<file path="src/inc/custio_pkg.sv">
`default_nettype none
package custio_pkg;
    // ------------------------------------------------------------
    // Clock, timing and sizes
    // ------------------------------------------------------------
    localparam int CLK_MHZ = 250;
    localparam int DEBOUNCE_US = 10;
    localparam int DEBOUNCE_CYC = DEBOUNCE_US * CLK_MHZ;
    localparam int LOAD_DUMP_S = 5;
    localparam longint LOAD_DUMP_CYC_L = 64'(LOAD_DUMP_S) * 250_000_000;
    localparam logic [31:0] LOAD_DUMP_CYC = 32'(LOAD_DUMP_CYC_L);
    localparam int DB_W = 12;
    localparam int NUM_IN = 10;
    localparam int NUM_CF = 4;
    // Speed targets in RPM
    localparam logic [11:0] IDLE_RPM = 12'd800;
    // Ready-to-load threshold in percent of nominal
    localparam int RTL_PCT = 90;
    // ------------------------------------------------------------
    // AXI4-Lite register map (byte addresses)
    // ------------------------------------------------------------
    localparam logic [7:0] REG_CTRL = 8'h00;
    localparam logic [7:0] REG_STATUS = 8'h04;
    localparam logic [7:0] REG_CFG = 8'h08;
    localparam logic [7:0] REG_NOMINAL = 8'h0C;
    localparam logic [7:0] REG_OILNORM = 8'h10;
    localparam logic [7:0] REG_OILIDLE = 8'h14;
    localparam logic [7:0] REG_OILTRIP = 8'h18;
    localparam logic [7:0] REG_RPM = 8'h1C;
    localparam logic [7:0] REG_MSG0 = 8'h20;
    // CTRL field positions
    localparam int CTRL_AUTO = 0;
    localparam int CTRL_RUN = 1;
    localparam int CTRL_PANEL_RST = 2;
    localparam int CTRL_SAVE = 3;
    // Reset values and AXI response codes
    localparam logic [3:0] CF_SHTD_RST = 4'h0;
    localparam logic [31:0] NOMINAL_RST = 32'h01E0_003C;
    localparam logic [31:0] OIL_RST = 32'h0000_0000;
    localparam logic [11:0] NORMAL_RPM_RST = 12'd1800;
    localparam logic [1:0] RESP_OKAY = 2'b00;
    localparam logic [1:0] RESP_SLVERR = 2'b10;
    // Input indices
    localparam int IN_RSTART = 0;
    localparam int IN_LOWFUEL = 1;
    localparam int IN_CF0 = 2;
    localparam int IN_FRESET = 6;
    localparam int IN_IDLE = 7;
    localparam int IN_ESTOP = 8;
    localparam int IN_SPARE = 9;
endpackage
`default_nettype wire

</file>
<file path="src/hw/genset_customer_io_logic.sv">
// The address map and the AXI4-Lite register port were chosen for this implementation.
`default_nettype none
// Notes on behaviour
// [RL1] Auto plus remote start grounded starts cranking
// [RL2] Shutdown reset ignored while remote start grounded
// [RL3] Low fuel wakes then warns
// [RL4] Four customer faults: warning or shutdown
// [RL5] Per-fault editable message shown when grounded
// [RL6] Faults two and three wake controller
// [RL7] Auto, start open: reset clears except estop
// [RL8] Emergency stop shuts down, panel reset only
// [RL9] Manual run idle: no buildup, 800 RPM
// [RL10] Idle released: normal speed and voltage
// [RL11] Idle refused in automatic mode
// [RL12] Idle uses lower oil pressure thresholds
// [RL13] Leaving idle restores normal oil thresholds
// [RL14] Shutdown latches breaker trip until reset
// [RL15] Common alarm on any warning or shutdown
// [RL16] Load dump after five seconds persistence
// [RL17] Load dump energised before resulting shutdown
// [RL18] Ready-to-load above ninety percent nominal
// [RL19] Switched supply follows governor run pilot
// [RL20] Faults default warning; saved choice retained
// [RL21] Contact inputs synchronised and debounced
// [RL22] Load dump timer restarts when conditions clear
module genset_customer_io_logic
    import custio_pkg::*;
#(
    parameter logic [31:0] LOAD_DUMP_CYCLES = custio_pkg::LOAD_DUMP_CYC
)
(
    input wire logic mclk, // 250 MHz clock
    input wire logic rst_b, // Async reset, active low
    input wire logic remoteStart_b, // Grounded = start
    input wire logic lowFuel_b, // Grounded = low fuel
    input wire logic [3:0] custFault_b, // Grounded = fault
    input wire logic faultReset_b, // Grounded = reset
    input wire logic engineIdle_b, // Grounded = idle
    input wire logic eStop_b, // Grounded = emergency stop
    input wire logic overload, // Overload condition
    input wire logic underFreq, // Underfrequency condition
    input wire logic [15:0] measVolts, // Measured output volts
    input wire logic [15:0] measFreq, // Measured frequency
    input wire logic runPilot, // Governor run pilot
    input wire logic [15:0] oilPressure, // Measured oil pressure
    output logic crankStart, // Start sequence request
    output logic wake, // Wake dormant controller
    output logic breakerTrip, // Breaker trip relay
    output logic commonAlarm, // Common alarm relay
    output logic loadDump, // Load dump relay
    output logic readyToLoad, // Ready-to-load relay
    output logic switchedSupply, // Switched B+ output
    output logic inhibitBuildup, // Voltage build-up inhibit
    output logic [11:0] speedTarget, // Governor target RPM
    output logic [2:0] msgSel, // Message shown, 0 none
    output logic shutdown, // Any shutdown latched
    input wire logic [7:0] s_axi_awaddr, // AXI write address
    input wire logic s_axi_awvalid, // AXI
    output logic s_axi_awready, // AXI
    input wire logic [31:0] s_axi_wdata, // AXI
    input wire logic [3:0] s_axi_wstrb, // AXI
    input wire logic s_axi_wvalid, // AXI
    output logic s_axi_wready, // AXI
    output logic [1:0] s_axi_bresp, // AXI
    output logic s_axi_bvalid, // AXI
    input wire logic s_axi_bready, // AXI
    input wire logic [7:0] s_axi_araddr, // AXI
    input wire logic s_axi_arvalid, // AXI
    output logic s_axi_arready, // AXI
    output logic [31:0] s_axi_rdata, // AXI
    output logic [1:0] s_axi_rresp, // AXI
    output logic s_axi_rvalid, // AXI
    input wire logic s_axi_rready // AXI
);
    import custio_pkg::*;

    // ------------------------------------------------------------
    // Input synchronise and debounce
    // ------------------------------------------------------------
    logic [NUM_IN-1:0] rawIn;
    logic [NUM_IN-1:0] meta;
    logic [NUM_IN-1:0] syncd;
    logic [NUM_IN-1:0] clean;
    assign rawIn = {1'b1, eStop_b, engineIdle_b, faultReset_b,
                    custFault_b, lowFuel_b, remoteStart_b};

    genvar gi;
    generate
        for (gi = 0; gi < NUM_IN; gi++)
        begin : g_db
            logic [DB_W-1:0] cnt;
            always_ff @(posedge mclk or negedge rst_b)
            begin
                if (!rst_b)
                begin
                    meta[gi] <= 1'b0;
                    syncd[gi] <= 1'b0;
                end
                else
                begin
                    meta[gi] <= ~rawIn[gi]; // RL21
                    syncd[gi] <= meta[gi];
                end
            end
            // Contact must hold steady for the whole window to count
            always_ff @(posedge mclk or negedge rst_b)
            begin
                if (!rst_b)
                begin
                    cnt <= '0;
                    clean[gi] <= 1'b0;
                end
                else if (syncd[gi] == clean[gi])
                    cnt <= '0;
                else if (cnt == DB_W'(DEBOUNCE_CYC - 1))
                begin
                    cnt <= '0;
                    clean[gi] <= syncd[gi]; // RL21
                end
                else
                    cnt <= cnt + 1'b1;
            end
        end
    endgenerate

    logic rStart, lFuel, fReset, idleIn, eStop;
    logic [3:0] cFault;
    assign rStart = clean[IN_RSTART];
    assign lFuel = clean[IN_LOWFUEL];
    assign cFault = clean[IN_CF0 +: NUM_CF];
    assign fReset = clean[IN_FRESET];
    assign idleIn = clean[IN_IDLE];
    assign eStop = clean[IN_ESTOP];

    // ------------------------------------------------------------
    // Software-visible configuration
    // ------------------------------------------------------------
    logic modeAuto, modeRun, panelReset;
    logic [3:0] cfgShtd, cfgEdit;
    logic [31:0] nominal, oilNorm, oilIdle;
    logic [11:0] normalRpm;
    logic [31:0] msgMem [NUM_CF];

    // ------------------------------------------------------------
    // Fault latches
    // ------------------------------------------------------------
    logic fResetPrev, resetEdge, resetOk;
    logic warnFuel, estopLatch, oilWarn, oilShtd;
    logic [3:0] cfWarn, cfShtd;
    logic ldShtd, anyShtd, anyWarn;
    logic idleActive;
    logic [15:0] oilWarnLim, oilShtdLim;

    always_ff @(posedge mclk or negedge rst_b)
    begin
        if (!rst_b)
            fResetPrev <= 1'b0;
        else
            fResetPrev <= fReset;
    end
    assign resetEdge = fReset & ~fResetPrev;
    // Remote reset only in auto with start contact open
    assign resetOk = resetEdge & modeAuto & ~rStart; // RL2 RL7

    // Set wins over clear in each latch below
    always_ff @(posedge mclk or negedge rst_b)
    begin
        if (!rst_b)
        begin
            warnFuel <= 1'b0;
            cfWarn <= 4'h0;
            cfShtd <= 4'h0;
            oilWarn <= 1'b0;
            oilShtd <= 1'b0;
            ldShtd <= 1'b0;
        end
        else
        begin
            warnFuel <= lFuel | (warnFuel & ~resetOk); // RL3 RL7
            cfWarn <= (cFault & ~cfgShtd)
                    | (cfWarn & {4{~resetOk}}); // RL4
            cfShtd <= (cFault & cfgShtd)
                    | (cfShtd & {4{~resetOk}}); // RL4 RL2
            oilWarn <= (oilPressure < oilWarnLim) & runPilot
                     | (oilWarn & ~resetOk);
            oilShtd <= (oilPressure < oilShtdLim) & runPilot
                     | (oilShtd & ~resetOk);
            // Dump relay closes first; shutdown follows a cycle later
            ldShtd <= loadDump | (ldShtd & ~resetOk); // RL17
        end
    end

    // Emergency stop is cleared from the panel, never remotely
    always_ff @(posedge mclk or negedge rst_b)
    begin
        if (!rst_b)
            estopLatch <= 1'b0;
        else
            estopLatch <= eStop | (estopLatch & ~panelReset); // RL8
    end

    assign anyShtd = estopLatch | (|cfShtd) | oilShtd | ldShtd;
    assign anyWarn = warnFuel | (|cfWarn) | oilWarn;

    // ------------------------------------------------------------
    // Idle handling
    // ------------------------------------------------------------
    assign idleActive = idleIn & modeRun & ~modeAuto; // RL9 RL11
    assign oilWarnLim = idleActive ? oilIdle[15:0]
                                   : oilNorm[15:0]; // RL12 RL13
    assign oilShtdLim = idleActive ? oilIdle[31:16]
                                   : oilNorm[31:16]; // RL12 RL13

    // ------------------------------------------------------------
    // Load dump persistence
    // ------------------------------------------------------------
    logic [31:0] ldCnt;
    always_ff @(posedge mclk or negedge rst_b)
    begin
        if (!rst_b)
        begin
            ldCnt <= '0;
            loadDump <= 1'b0;
        end
        else if (!(overload | underFreq))
        begin
            ldCnt <= '0; // RL22
            loadDump <= 1'b0;
        end
        else if (ldCnt >= LOAD_DUMP_CYCLES - 1)
            loadDump <= 1'b1; // RL16
        else
            ldCnt <= ldCnt + 1;
    end

    // ------------------------------------------------------------
    // Outputs
    // ------------------------------------------------------------
    logic [23:0] vLim, fLim;
    assign vLim = 24'(nominal[15:0]) * 24'(RTL_PCT);
    assign fLim = 24'(nominal[31:16]) * 24'(RTL_PCT);

    always_ff @(posedge mclk or negedge rst_b)
    begin
        if (!rst_b)
        begin
            crankStart <= 1'b0;
            wake <= 1'b0;
            breakerTrip <= 1'b0;
            commonAlarm <= 1'b0;
            readyToLoad <= 1'b0;
            switchedSupply <= 1'b0;
            inhibitBuildup <= 1'b0;
            speedTarget <= NORMAL_RPM_RST;
            shutdown <= 1'b0;
        end
        else
        begin
            crankStart <= modeAuto & rStart & ~anyShtd; // RL1
            wake <= lFuel | cFault[1] | cFault[2]; // RL3 RL6
            breakerTrip <= anyShtd; // RL14
            commonAlarm <= anyShtd | anyWarn; // RL15
            readyToLoad <= (24'(measVolts) * 24'd100 > vLim)
                         & (24'(measFreq) * 24'd100 > fLim); // RL18
            switchedSupply <= runPilot; // RL19
            inhibitBuildup <= idleActive; // RL9 RL10
            speedTarget <= idleActive ? IDLE_RPM
                                      : normalRpm; // RL9 RL10
            shutdown <= anyShtd;
        end
    end

    // Lowest active fault's message index
    always_ff @(posedge mclk or negedge rst_b)
    begin
        if (!rst_b)
            msgSel <= 3'd0;
        else if (cFault[0])
            msgSel <= 3'd1; // RL5
        else if (cFault[1])
            msgSel <= 3'd2;
        else if (cFault[2])
            msgSel <= 3'd3;
        else if (cFault[3])
            msgSel <= 3'd4;
        else
            msgSel <= 3'd0;
    end

    // ------------------------------------------------------------
    // AXI4-Lite slave
    // ------------------------------------------------------------
    logic awHeld, wHeld;
    logic [7:0] awAddr;
    logic [31:0] wData;
    logic [3:0] wStrb;
    logic doWrite;
    assign s_axi_awready = ~awHeld & ~s_axi_bvalid;
    assign s_axi_wready = ~wHeld & ~s_axi_bvalid;
    assign doWrite = awHeld & wHeld & ~s_axi_bvalid;

    always_ff @(posedge mclk or negedge rst_b)
    begin
        if (!rst_b)
        begin
            awHeld <= 1'b0;
            wHeld <= 1'b0;
            awAddr <= '0;
            wData <= '0;
            wStrb <= '0;
            s_axi_bvalid <= 1'b0;
            s_axi_bresp <= RESP_OKAY;
        end
        else
        begin
            if (s_axi_awvalid && s_axi_awready)
            begin
                awHeld <= 1'b1;
                awAddr <= s_axi_awaddr;
            end
            if (s_axi_wvalid && s_axi_wready)
            begin
                wHeld <= 1'b1;
                wData <= s_axi_wdata;
                wStrb <= s_axi_wstrb;
            end
            if (doWrite)
            begin
                awHeld <= 1'b0;
                wHeld <= 1'b0;
                s_axi_bvalid <= 1'b1;
                s_axi_bresp <= (awAddr <= REG_MSG0 + 8'h0C)
                             ? RESP_OKAY : RESP_SLVERR;
            end
            else if (s_axi_bready)
                s_axi_bvalid <= 1'b0;
        end
    end

    function automatic logic [31:0] merge(input logic [31:0] old,
        input logic [31:0] nw, input logic [3:0] st);
        logic [31:0] r;
        r = old;
        for (int b = 0; b < 4; b++)
            if (st[b])
                r[b*8 +: 8] = nw[b*8 +: 8];
        return r;
    endfunction

    // Setup choice only takes effect on save; edits stay pending
    always_ff @(posedge mclk or negedge rst_b)
    begin
        if (!rst_b)
        begin
            modeAuto <= 1'b0;
            modeRun <= 1'b0;
            panelReset <= 1'b0;
            cfgEdit <= CF_SHTD_RST;
            cfgShtd <= CF_SHTD_RST; // RL20
            nominal <= NOMINAL_RST;
            oilNorm <= OIL_RST;
            oilIdle <= OIL_RST;
            normalRpm <= NORMAL_RPM_RST;
        end
        else
        begin
            panelReset <= 1'b0;
            if (doWrite)
            begin
                unique case (awAddr)
                    REG_CTRL:
                    begin
                        modeAuto <= wData[CTRL_AUTO];
                        modeRun <= wData[CTRL_RUN];
                        panelReset <= wData[CTRL_PANEL_RST]; // RL8
                        if (wData[CTRL_SAVE])
                            cfgShtd <= cfgEdit; // RL20
                    end
                    REG_CFG: cfgEdit <= wData[3:0];
                    REG_NOMINAL: nominal <= merge(nominal, wData, wStrb);
                    REG_OILNORM: oilNorm <= merge(oilNorm, wData, wStrb);
                    REG_OILIDLE: oilIdle <= merge(oilIdle, wData, wStrb);
                    REG_RPM: normalRpm <= wData[11:0];
                    default: ;
                endcase
            end
        end
    end

    // Message store for the four customer faults
    always_ff @(posedge mclk)
    begin
        if (doWrite && awAddr[7:4] == REG_MSG0[7:4] && awAddr[1:0] == 2'b00)
            msgMem[awAddr[3:2]] <= merge(msgMem[awAddr[3:2]], wData,
                                         wStrb); // RL5
    end

    always_ff @(posedge mclk or negedge rst_b)
    begin
        if (!rst_b)
        begin
            s_axi_rvalid <= 1'b0;
            s_axi_rdata <= '0;
            s_axi_rresp <= RESP_OKAY;
        end
        else if (s_axi_arvalid && s_axi_arready)
        begin
            s_axi_rvalid <= 1'b1;
            s_axi_rresp <= RESP_OKAY;
            unique case (s_axi_araddr)
                REG_CTRL: s_axi_rdata <= {30'h0, modeRun, modeAuto};
                REG_STATUS: s_axi_rdata <= {16'h0, 3'h0, estopLatch,
                    ldShtd, oilShtd, oilWarn, warnFuel, cfShtd, cfWarn};
                REG_CFG: s_axi_rdata <= {24'h0, cfgShtd, cfgEdit};
                REG_NOMINAL: s_axi_rdata <= nominal;
                REG_OILNORM: s_axi_rdata <= oilNorm;
                REG_OILIDLE: s_axi_rdata <= oilIdle;
                REG_OILTRIP: s_axi_rdata <= {oilShtdLim, oilWarnLim};
                REG_RPM: s_axi_rdata <= {20'h0, normalRpm};
                REG_MSG0, REG_MSG0 + 8'h04, REG_MSG0 + 8'h08,
                REG_MSG0 + 8'h0C:
                    s_axi_rdata <= msgMem[s_axi_araddr[3:2]];
                default:
                begin
                    s_axi_rdata <= '0;
                    s_axi_rresp <= RESP_SLVERR;
                end
            endcase
        end
        else if (s_axi_rready)
            s_axi_rvalid <= 1'b0;
    end
    assign s_axi_arready = ~s_axi_rvalid;

    // ------------------------------------------------------------
    // Checks
    // ------------------------------------------------------------
    property p_estop_hold;
        @(posedge mclk) disable iff (!rst_b)
        estopLatch && !panelReset |=> estopLatch;
    endproperty
    a_estop_hold: assert property (p_estop_hold) // RL8
        else $error("estop cleared without panel reset");

    property p_trip;
        @(posedge mclk) disable iff (!rst_b)
        anyShtd |=> breakerTrip;
    endproperty
    a_trip: assert property (p_trip) // RL14
        else $error("breaker trip missing");

    property p_alarm;
        @(posedge mclk) disable iff (!rst_b)
        (anyWarn || anyShtd) |=> commonAlarm;
    endproperty
    a_alarm: assert property (p_alarm) // RL15
        else $error("common alarm missing");

    property p_idle_speed;
        @(posedge mclk) disable iff (!rst_b)
        idleActive |=> speedTarget == IDLE_RPM && inhibitBuildup;
    endproperty
    a_idle_speed: assert property (p_idle_speed) // RL9
        else $error("idle speed not applied");

    property p_no_idle_auto;
        @(posedge mclk) disable iff (!rst_b)
        modeAuto |-> !idleActive ##1 !inhibitBuildup;
    endproperty
    a_no_idle_auto: assert property (p_no_idle_auto) // RL11
        else $error("idle in auto");

    property p_dump_first;
        @(posedge mclk) disable iff (!rst_b)
        $rose(ldShtd) |-> $past(loadDump);
    endproperty
    a_dump_first: assert property (p_dump_first) // RL17
        else $error("shutdown before load dump");

    property p_dump_clear;
        @(posedge mclk) disable iff (!rst_b)
        !(overload || underFreq) |=> ldCnt == 0 && !loadDump;
    endproperty
    a_dump_clear: assert property (p_dump_clear) // RL22
        else $error("load dump timer not restarted");

    property p_start_block;
        @(posedge mclk) disable iff (!rst_b)
        rStart && cfShtd != 0 |=> cfShtd != 0;
    endproperty
    a_start_block: assert property (p_start_block) // RL2
        else $error("shutdown reset while start grounded");

    property p_pilot;
        @(posedge mclk) disable iff (!rst_b)
        runPilot |=> switchedSupply;
    endproperty
    a_pilot: assert property (p_pilot) // RL19
        else $error("switched supply not following pilot");
endmodule
`default_nettype wire

</file>
<file path="config.mk">
export PLATFORM = sky130hd
export DESIGN_NAME = genset_customer_io_logic
export DESIGN_NICKNAME = d
export VERILOG_FILES = /design/src/inc/custio_pkg.sv /design/src/hw/genset_customer_io_logic.sv
export SDC_FILE = /design/constraint.sdc
export NUM_CORES = 1
export LEC_CHECK = 0
export ABC_CLOCK_PERIOD_IN_PS = 10240
export BUFFER_PORTS_ARGS = -buffer_cell sky130_fd_sc_hd__buf_2
export CORE_MARGIN = 2
export CORE_UTILIZATION = 40
export CTS_CLUSTER_DIAMETER = 120
export DETAILED_ROUTE_END_ITERATION = 7
export PLACE_DENSITY = 0.64
export SLEW_MARGIN = 20
export SYNTH_ARGS = -nofsm -noshare
export SYNTH_HDL_FRONTEND = slang
export SYNTH_SLANG_ARGS = --single-unit
</file>
<file path="constraint.sdc">
create_clock -name mclk -period 10.24 [get_ports mclk]
set_input_delay 1.024 -clock mclk [delete_from_list [all_inputs] [get_ports mclk]]
set_output_delay 1.024 -clock mclk [all_outputs]
set_load 0.01 [all_outputs]
</file>
==> flow_summary_export.csv, run 1 <==
group,metric,value,unit
place,io_buffers,181,
finish,nNetsFinal,3411,
critical_path,worst_ep_arrival_time,5.84,ns
sta,finalCriticalPeriod,5.34,ns
finish,final_area,35100,µm²
pwr,p_leak,16.0,nW
die,dieArea,80000,µm²
pwr,clkPwrFrac,33.0,%
detailed_routing,wl_per_cell,18.7,µm
place,dp_hpwl,55.9,mm
synth,syn_area,31100,µm²
sta,rsz0062_at_grt,"no",
sta,finalCritPeriodShare,52.2,%
sta,slew_headroom,29.8,%
finish,drive_gt1_share,18.1,%
pwr,powerDensity,184,nW/µm²
detailed_routing,drcViolationCount,0,
sta,tightestPinTransition,1.05,ns
finish,final_common_cell,"dfrtp_1",
sta,fin_tns_setup,0,ns
critical_path,cp_max_fo,5,
sta,clock_skew,0.0240,ns
pwr,comb_power_share,24.0,%
critical_path,reg2reg_depth,19,
detailed_routing,vias,21000,
global_routing,grt_use_total,19.1,%
outcome,status,"completed",
min_path,min_path_type,"register to register",
die,io_pins,184,
sta,report.final.slew_viol_count,0,
finish,mostFrequentLayoutCells,"dfrtp_1 (389), inv_1 (286), ha_1 (269), nor2_1 (244), buf_2 (179)",
clock_network,cts_resized,0,
pwr,switching_share,31.4,%
critical_path,crit_path_start_kind,"register",
place,place_area,33100,µm²
detailed_routing,via_per_inst,5.18,
critical_path,path_class,"register to register",
synth,yosys_warnings,0,
clock_network,cts_buffers,56,
finish,syn2layout_area_growth,12.8,%
clock_network,clockBufferDepth,3,
die,core_area,77200,µm²
synth,syn_inst,2768,
pwr,p_sw,2.02,mW
detailed_routing,drtIter0Drc,1328,
synth,synth.top_cells.by_area,"dfrtp_1 (31%), edfxtp_1 (12%), ha_1 (11%)",
synth,seq_area_frac_synth,45.0,%
pwr,seq_power_share,43.0,%
critical_path,cp-end-kind,"register",
global_routing,grt_pass1_wl,119,mm
synth,ys_seq_elements,533,
critical_path,required,10.74,ns
clock_network,cts.htree.levels,2,
synth,synth_edf_count,128,
pwr,irDropWorstVdd,198,µV
die,start_util,40.3,%
synth,yosysTopAreaCell,"dfrtp_1",
clock_network,clk_pin_slew,0.06,ns
synth,yosysUniqueCellTypes,78,
sta,hold_viol_final,0,
die,die_h,283,µm
detailed_routing,ant_nets,0,
min_path,hold_depth,0,
global_routing,overflow,0,
clock_network,post-cts-setup-buffers,0,
clock_network,cts_sinks,533,
die,die_x,283,µm
synth,async_flop_share,76.0,%
global_routing,grt_pass1_vias,20900,
run,drv_cap,0,
die,row_count,102,
clock_network,cts_tree,"yes",
global_routing,antenna_found_initial,24,
detailed_routing,dr.pass1.iters,7,
sta,setup_viol,0,
clock_network,holdBufCountCts,0,
synth,synth_top_area_share,31.3,%
clock_network,cts-root-buf,"clkbuf_16",
global_routing,grt_max_degree,159,
synth,syn_area_per_cell,11.2,µm²
sta,max_freq,187,MHz
detailed_routing,routed_wl,75.8,mm
pwr,intPower,4.42,mW
place,gp_congestion,0.882,
clock_network,clk_latency,0.62,ns
synth,synth_ff_type,"dfrtp_1",
-- per-layer routing --
metal  up-vias  share of wire (%)  track usage (%)
met5         -               0.23                0
met4        30                2.4             5.54
met3       139                7.1             4.74
met2       460                 45             30.1
met1     10200                 46             26.1
li1      10100                  -                -
-- final cells by class --
class | instances | area [µm²]
multi-input cells | 1873 | 15700
diodes | 9 | 22.5
inverters | 287 | 1080
flip-flops and latches | 533 | 14000
repair buffers | 198 | 1060
clock buffers | 71 | 1530
fillers | 7142 | 42100
clock inverters | 34 | 392
well taps | 1040 | 1300
-- cell families (layout without fill, tap and decap cells) --
group           count (synthesis)  count (layout)  share of synthesized area [%]
fa+ha+maj                     343             343                           15.6
other cells                     1              11                         0.0121
flops                         533             533                           45.0
buf+inv                       363             590                           4.60
compound gates                390             390                           8.40
simple gates                  695             695                           10.8
xor+xnor                      179             179                           5.04
mux                           264             264                           10.5
-- power by group through the flow --
stage               Clock [mW]  Combinational (mW)  Sequential (mW)
finish                    2.12                1.55             2.77
global route              2.25                1.77             2.81
CTS                       2.17                1.57             2.77
detailed placement           0                1.55             2.81
global placement             0                1.53             2.80
floorplan                    0                1.15             2.67
-- final timing paths --
| check | from | end | slack, ns |
|---|---|---|---|
| max | nominal[4]$_DFFE_PN1P_ | readyToLoad$_DFF_PN0_ | 4.90 |
| min | meta[7]$_DFF_PN0_ | syncd[7]$_DFF_PN0_ | 0.35 |
| max reg2reg | nominal[4]$_DFFE_PN1P_ | readyToLoad$_DFF_PN0_ | 4.90 |
| min reg2reg | meta[7]$_DFF_PN0_ | syncd[7]$_DFF_PN0_ | 0.35 |
| max in group asynchronous | rst_b | wData[1]$_DFFE_PN0P_ | 7.56 |
| min in group asynchronous | rst_b | awAddr[1]$_DFFE_PN0P_ | 0.43 |
-- stage by stage --
step	hold slack (ns)	utilization (%)	instances	total power, mW	setup slack, ns
floorplan	0.331	-	2769	3.83	5.44
global placement	0.333	42.9	3931	4.33	4.85
detailed placement	0.336	42.9	3931	4.36	4.82
CTS	0.349	45.4	4036	6.50	4.99
global route	0.354	45.4	4038	6.83	4.61
finish	0.349	45.4	4045	6.44	4.90
-- flip-flops by register name, indices dropped and copies added, names as in the netlist, 8 cells and up --
register	cells
msgMem	128
g_db.cnt	108
ldCnt	32
nominal	32
oilIdle	32
oilNorm	32
s_axi_rdata	32
wData	32
normalRpm	12
speedTarget	12
meta	9
syncd	9
awAddr	8
-- worst max-delay path: stages (launching register included) --
cell and delay, ns:
dfstp_2 0.61, ha_1 0.27, inv_1 0.08, fa_1 0.43
fa_1 0.51, inv_1 0.05, ha_1 0.35, a21oi_1 0.21
o22ai_1 0.14, o21ai_0 0.35, nor3_1 0.09, a2111oi_0 0.67
a21oi_1 0.18, xnor2_1 0.17, ha_1 0.29, a21o_1 0.18
a21o_1 0.17, a21oi_1 0.16, o211ai_1 0.15, o211a_1 0.17
-- Yosys cell counts (7+ instances only) --
cell type	count
and3_1	41
a211oi_1	10
clkbuf_1	45
mux4_2	33
mux2_2	174
nand2_1	133
fa_1	74
o22ai_1	25
nand3_1	97
inv_1	286
a222oi_1	22
nor3_1	22
o21a_1	19
dfstp_2	16
xor2_1	100
ha_1	269
o21ai_0	86
buf_4	7
nand2b_1	18
a31oi_1	8
nand4_1	34
a21o_1	47
a22oi_1	32
dfrtp_1	389
buf_2	20
o21bai_1	9
xnor2_1	79
nor2b_1	22
nor4_1	22
mux2i_1	57
o211ai_1	8
edfxtp_1	128
a21oi_1	73
nor2_1	245
and2_1	17
Power figures use the tool's default switching activity.
==> run 2: changes to the inputs <==
Settings changed: ABC_CLOCK_PERIOD_IN_PS 10240 to 5200.
Clock period 10.24 ns to 5.2 ns, I/O delays scaled along.
==> run 2 against run 1 <==
Effect of this change: the run now ends with negative hold slack left; global-route usage about the same; wire length decreased by 0.25%; non-clock buffer count increased by 4; critical path type unchanged; sequential share of layout area decreased by 0.054 points; largest power group unchanged; critical path depth unchanged; register-to-register slack got worse by 4.6 ns; fmax increased by 9.4%; first-iteration DRC count increased by 1.7%; combinational power increased by 97%.
==> flow_summary_export.csv, run 2 (synthesis gave the netlist of run 1 again) <==
group,metric,value,unit
global_routing,grt_use_total,19.1,%
sta,tightestPinTransition,1.07,ns
critical_path,cp-endpoint,"readyToLoad$_DFF_PN0_",
sta,hold_viol_final,13,
critical_path,critPathLaunch,"nominal[4]$_DFFE_PN1P_",
place,gp_congestion,0.881,
detailed_routing,routed_wl,75.6,mm
finish,largest_reg_flops,128,
place,dp_hpwl,56.5,mm
global_routing,grt_pass1_vias,21000,
clock_network,cts_tree,"yes",
die,core_area,77200,µm²
pwr,intPower,8.61,mW
sta,setup_viol,0,
clock_network,cts_buffers,57,
pwr,powerDensity,360,nW/µm²
finish,final_common_cell,"dfrtp_1",
clock_network,cts-root-buf,"clkbuf_16",
detailed_routing,ant_nets,0,
detailed_routing,drcViolationCount,0,
detailed_routing,via_per_inst,5.19,
critical_path,reg2reg_from,"nominal[4]$_DFFE_PN1P_",
critical_path,reg2reg_depth,19,
die,dieArea,80000,µm²
global_routing,grt_max_degree,115,
die,die_h,283,µm
sta,finalCritPeriodShare,93.8,%
detailed_routing,dr.pass1.iters,5,
critical_path,cp-end-kind,"register",
finish,nNetsFinal,3416,
detailed_routing,drtIter0Drc,1351,
finish,syn2layout_area_growth,12.9,%
clock_network,holdBufCountCts,0,
detailed_routing,vias,21000,
clock_network,clockBufferDepth,3,
critical_path,required,5.75,ns
die,row_count,102,
sta,clock_skew,0.0258,ns
pwr,irDropWorstVdd,427,µV
sta,hold-worst-slack,-0.0228,ns
critical_path,reg2reg_slack,0.32,ns
sta,worst_slack,0.320,ns
finish,fill_cells,7132,
global_routing,antenna_found_initial,21,
outcome,violations,"negative hold slack",
die,start_util,40.3,%
sta,report.final.slew_viol_count,0,
pwr,clkPwrFrac,32.4,%
finish,mostFrequentLayoutCells,"dfrtp_1 (389), inv_1 (286), ha_1 (269), nor2_1 (243), buf_2 (179)",
die,die_x,283,µm
clock_network,cts_sinks,533,
sta,max_freq,205,MHz
pwr,seq_power_share,43.4,%
pwr,p_sw,4.02,mW
critical_path,r2r_end,"readyToLoad$_DFF_PN0_",
clock_network,clk_latency,0.61,ns
critical_path,crit_path_start_kind,"register",
global_routing,overflow,0,
place,dp_slack,0.166,ns
critical_path,path_class,"register to register",
clock_network,cts.htree.levels,2,
pwr,p_leak,16.0,nW
critical_path,worst_ep_arrival_time,5.43,ns
critical_path,cp_max_fo,4,
sta,finalCriticalPeriod,4.88,ns
sta,rsz0062_at_grt,"no",
min_path,min_path_type,"input port to asynchronous set/reset pin",
pwr,comb_power_share,24.2,%
finish,drive_gt1_share,18.2,%
clock_network,clk_pin_slew,0.06,ns
run,drv_cap,0,
sta,fin_tns_setup,0,ns
global_routing,grt_pass1_wl,119,mm
pwr,switching_share,31.8,%
outcome,status,"finished, violations left",
die,io_pins,184,
sta,slew_headroom,28.5,%
detailed_routing,wl_per_cell,18.7,µm
place,io_buffers,181,
-- run 2: critical path: stages, from the launching register on --
cell and delay, ns:
dfstp_2 0.58, ha_1 0.28, inv_1 0.09, fa_1 0.42, fa_1 0.51, inv_1 0.04
ha_1 0.33, nor2b_1 0.16, o31a_1 0.28, o31ai_2 0.26, nand4_1 0.13, a31o_2 0.29
a221oi_2 0.26, xnor2_1 0.12, ha_1 0.30, nand4_1 0.14, nor2_2 0.19, o41ai_1 0.10
o211ai_1 0.15, o211a_1 0.20
-- run 2: routing by layer --
metal / vias to the layer above / track usage [%] / routed length [µm]
li1: 10200 / - / -
met1: 10200 / 26.5 / 34300
met2: 503 / 30.1 / 33800
met3: 120 / 4.82 / 5840
met4: 28 / 4.19 / 1480
met5: - / 0 / 172
-- run 2: power groups by stage --
| stage | clock [mW] | combinational, mW | sequential (mW) |
|---|---|---|---|
| 3_3_place_gp | 0 | 3.01 | 5.53 |
| 3_5_place_dp | 0 | 3.06 | 5.55 |
| 2_1_floorplan | 0 | 2.27 | 5.26 |
| 4_1_cts | 4.18 | 3.09 | 5.48 |
| 6_report | 4.09 | 3.06 | 5.48 |
| 5_1_grt | 4.36 | 3.50 | 5.56 |
-- run 2: area by class of cell --
| type | count | area (µm²) | area share [%] |
|---|---|---|---|
| diodes | 7 | 17.5 | 0.0499 |
| clock buffers | 77 | 1610 | 4.57 |
| clock inverters | 30 | 310 | 0.884 |
| inverters | 287 | 1080 | 3.07 |
| multi-input cells | 1873 | 15700 | 44.7 |
| flip-flops and latches | 533 | 14000 | 39.9 |
| well taps | 1040 | 1300 | 3.71 |
| repair buffers | 202 | 1100 | 3.14 |
-- run 2: worst min path at each step --
stage,endpoint,cells after the start,startpoint,slack [ns]
floorplan,awAddr[0]$_DFFE_PN0P_,0,rst_b,0.22
global placement,syncd[4]$_DFF_PN0_,0,meta[4]$_DFF_PN0_,0.33
detailed placement,syncd[8]$_DFF_PN0_,0,meta[8]$_DFF_PN0_,0.34
CTS,meta[1]$_DFF_PN0_,2,lowFuel_b,0.0009
global route,meta[6]$_DFF_PN0_,1,rst_b,0.02
finish,meta[6]$_DFF_PN0_,1,rst_b,-0.02
-- run 2: stage by stage --
step | power [mW] | area (µm²) | util, % | hold slack (ns) | cells
2_1_floorplan | 7.53 | 31100 | - | 0.224 | 2769
3_3_place_gp | 8.54 | 33200 | 43.0 | 0.335 | 3935
3_5_place_dp | 8.62 | 33200 | 43.0 | 0.336 | 3935
4_1_cts | 12.7 | 35100 | 45.4 | 0.000877 | 4042
5_1_grt | 13.4 | 35100 | 45.5 | 0.0177 | 4042
6_report | 12.6 | 35100 | 45.5 | -0.0228 | 4049
-- run 2: what timing repair did --
action | 4_1_cts | 5_1_grt
gates resized for setup | 0 | 5
setup endpoints to repair | 0 | 1
buffers inserted | 0 | 0
==> run 3: changes to the inputs <==
Settings changed: CORE_ASPECT_RATIO from default to 0.9.
==> run 3 against run 2 <==
Effect of this change: the flow now finishes without violations; final cell count shrank 0.32%; clock power decreased by 5.6%; hold slack better by 0.061 ns; worst setup slack worse by 0.015 ns; combinational power barely moved; sequential cell count unchanged; core utilization increased by 0.23 points; design area fell by 0.24%; via count increased by 2.3%; wire length grew 3.4%; clock skew up 0.030 ns; critical path type unchanged; critical endpoint unchanged.
==> flow_summary_export.csv, run 3 (synthesis gave the netlist of run 1 again) <==
group,metric,value,unit
detailed_routing,wl_per_cell,19.4,µm
sta,hold_viol_final,0,
place,gp_congestion,0.911,
clock_network,clk_latency,0.64,ns
pwr,clkPwrFrac,31.0,%
run,drv_cap,0,
clock_network,clk_pin_slew,0.06,ns
pwr,seq_power_share,44.2,%
pwr,irDropWorstVdd,265,µV
global_routing,grt_pass1_vias,21500,
critical_path,reg2reg_slack,0.31,ns
critical_path,cp-end-kind,"register",
clock_network,cts_sinks,533,
sta,report.final.slew_viol_count,0,
sta,max_freq,204,MHz
sta,tightestPinTransition,1.18,ns
clock_network,cts.htree.levels,2,
global_routing,grt_max_degree,111,
sta,finalCritPeriodShare,94.1,%
clock_network,cts_buffers,53,
detailed_routing,via_per_inst,5.32,
die,core_area,76600,µm²
sta,setup_viol,0,
critical_path,cp-endpoint,"readyToLoad$_DFF_PN0_",
sta,slew_headroom,20.8,%
sta,finalCriticalPeriod,4.89,ns
pwr,p_sw,4.07,mW
detailed_routing,routed_wl,78.2,mm
critical_path,worst_ep_arrival_time,5.42,ns
pwr,p_leak,15.9,nW
finish,drive_gt1_share,17.9,%
pwr,switching_share,32.6,%
sta,rsz0062_at_grt,"no",
global_routing,grt_use_total,19.6,%
sta,clock_skew,0.0562,ns
outcome,status,"completed",
critical_path,crit_path_start_kind,"register",
finish,final_common_cell,"dfrtp_1",
finish,mostFrequentLayoutCells,"dfrtp_1 (389), inv_1 (286), ha_1 (269), nor2_1 (243), buf_2 (179)",
finish,final_area,35000,µm²
detailed_routing,drtIter0Drc,1720,
finish,nNetsFinal,3422,
place,place_area,33100,µm²
finish,largest_reg_flops,128,
critical_path,reg2reg_from,"nominal[5]$_DFFE_PN1P_",
critical_path,critPathLaunch,"nominal[5]$_DFFE_PN1P_",
critical_path,r2r_end,"readyToLoad$_DFF_PN0_",
pwr,comb_power_share,24.8,%
critical_path,cp_max_fo,5,
clock_network,cts_tree,"yes",
pwr,intPower,8.39,mW
die,dieArea,80000,µm²
place,io_buffers,181,
finish,syn2layout_area_growth,12.7,%
die,row_count,96,
critical_path,required,5.72,ns
critical_path,path_class,"register to register",
clock_network,cts-root-buf,"clkbuf_16",
die,start_util,40.6,%
global_routing,antenna_found_initial,4,
place,dp_hpwl,57.9,mm
min_path,min_path_type,"input port to register",
clock_network,clockBufferDepth,3,
detailed_routing,ant_nets,0,
detailed_routing,drcViolationCount,0,
global_routing,overflow,0,
critical_path,reg2reg_depth,20,
die,die_h,268,µm
sta,fin_tns_setup,0,ns
detailed_routing,dr.pass1.iters,8,
pwr,powerDensity,356,nW/µm²
die,io_pins,184,
detailed_routing,vias,21500,
global_routing,grt_pass1_wl,123,mm
die,die_x,298,µm
-- run 3: changes by cell type in the layout (fill, tap and decap cells not counted), moves of 2 or more --
cell / delta
dlygate4sd3_1: +9
clkbuf_16: -6
diode_2: -5
clkinv_2: -4
clkbuf_1: +2
clkinv_4: -2
clkinvlp_4: +2
nor4_1: -2
nor4_2: +2
-- run 3: through the flow --
| step | worst slack (ns) | util [%] | power (mW) | std cells | hold slack, ns |
|---|---|---|---|---|---|
| after floorplan | 0.532 | - | 7.53 | 2769 | 0.224 |
| after global placement | 0.292 | 43.3 | 8.60 | 3924 | 0.332 |
| after detailed placement | 0.166 | 43.3 | 8.66 | 3924 | 0.335 |
| after CTS | 0.118 | 45.6 | 12.6 | 4033 | 0.000633 |
| after global routing | 0.0380 | 45.7 | 13.2 | 4035 | 0.0183 |
| final | 0.305 | 45.7 | 12.5 | 4036 | 0.0379 |
-- run 3: routing by layer --
metal	track usage, %	wire, µm	up-vias
met5	0	38	-
met2	31.9	36400	574
met4	4.47	1460	6
met3	3.67	5120	94
li1	-	-	10100
met1	27.3	35200	10700
-- run 3: worst min-delay path by stage --
stage	startpoint	endpoint	slack [ns]	cells past startpoint
after floorplan	rst_b	awAddr[0]$_DFFE_PN0P_	0.22	0
after global placement	meta[1]$_DFF_PN0_	syncd[1]$_DFF_PN0_	0.33	0
after detailed placement	meta[4]$_DFF_PN0_	syncd[4]$_DFF_PN0_	0.33	0
after CTS	custFault_b[3]	meta[5]$_DFF_PN0_	0.0006	2
after global routing	custFault_b[3]	meta[5]$_DFF_PN0_	0.02	2
final	custFault_b[3]	meta[5]$_DFF_PN0_	0.04	2
-- run 3: area by class of cell --
cell class | count | area [µm²]
fill | 7183 | 41600
multi-input combinational | 1873 | 15700
timing repair buffer | 212 | 1200
clock buffer | 74 | 1480
clock inverter | 26 | 264
tap | 1029 | 1290
sequential | 533 | 14000
inverter | 287 | 1080
antenna | 2 | 5.00
-- run 3: what timing repair did --
| item | 4_1_cts | 5_1_grt |
|---|---|---|
| resized for setup | 0 | 7 |
| setup buffers | 0 | 1 |
| endpoints found under the setup margin | 0 | 1 |
| endpoints found under the hold margin | 100 | 0 |
| hold buffers | 9 | 0 |
-- run 3: worst max-delay path, stage by stage, from the launching register on --
cell and delay [ns]:
dfstp_2 0.56, ha_1 0.23, inv_1 0.12, fa_1 0.42, fa_1 0.51, inv_1 0.04
ha_1 0.35, a21oi_1 0.17, o22ai_1 0.13, o21ai_1 0.30, nor3_1 0.09, a2111oi_0 0.38
buf_4 0.19, a21oi_1 0.07, xnor2_1 0.13, ha_1 0.29, a21o_1 0.19, a21o_1 0.16
a21oi_1 0.14, o211ai_1 0.13, o211a_1 0.16
-- run 3: power groups by stage --
stage / clock network, mW / registers (mW) / logic [mW]
final: 3.86 / 5.50 / 3.09
after CTS: 3.95 / 5.50 / 3.11
after global routing: 4.13 / 5.57 / 3.52
after floorplan: 0 / 5.26 / 2.27
after global placement: 0 / 5.57 / 3.03
after detailed placement: 0 / 5.57 / 3.08
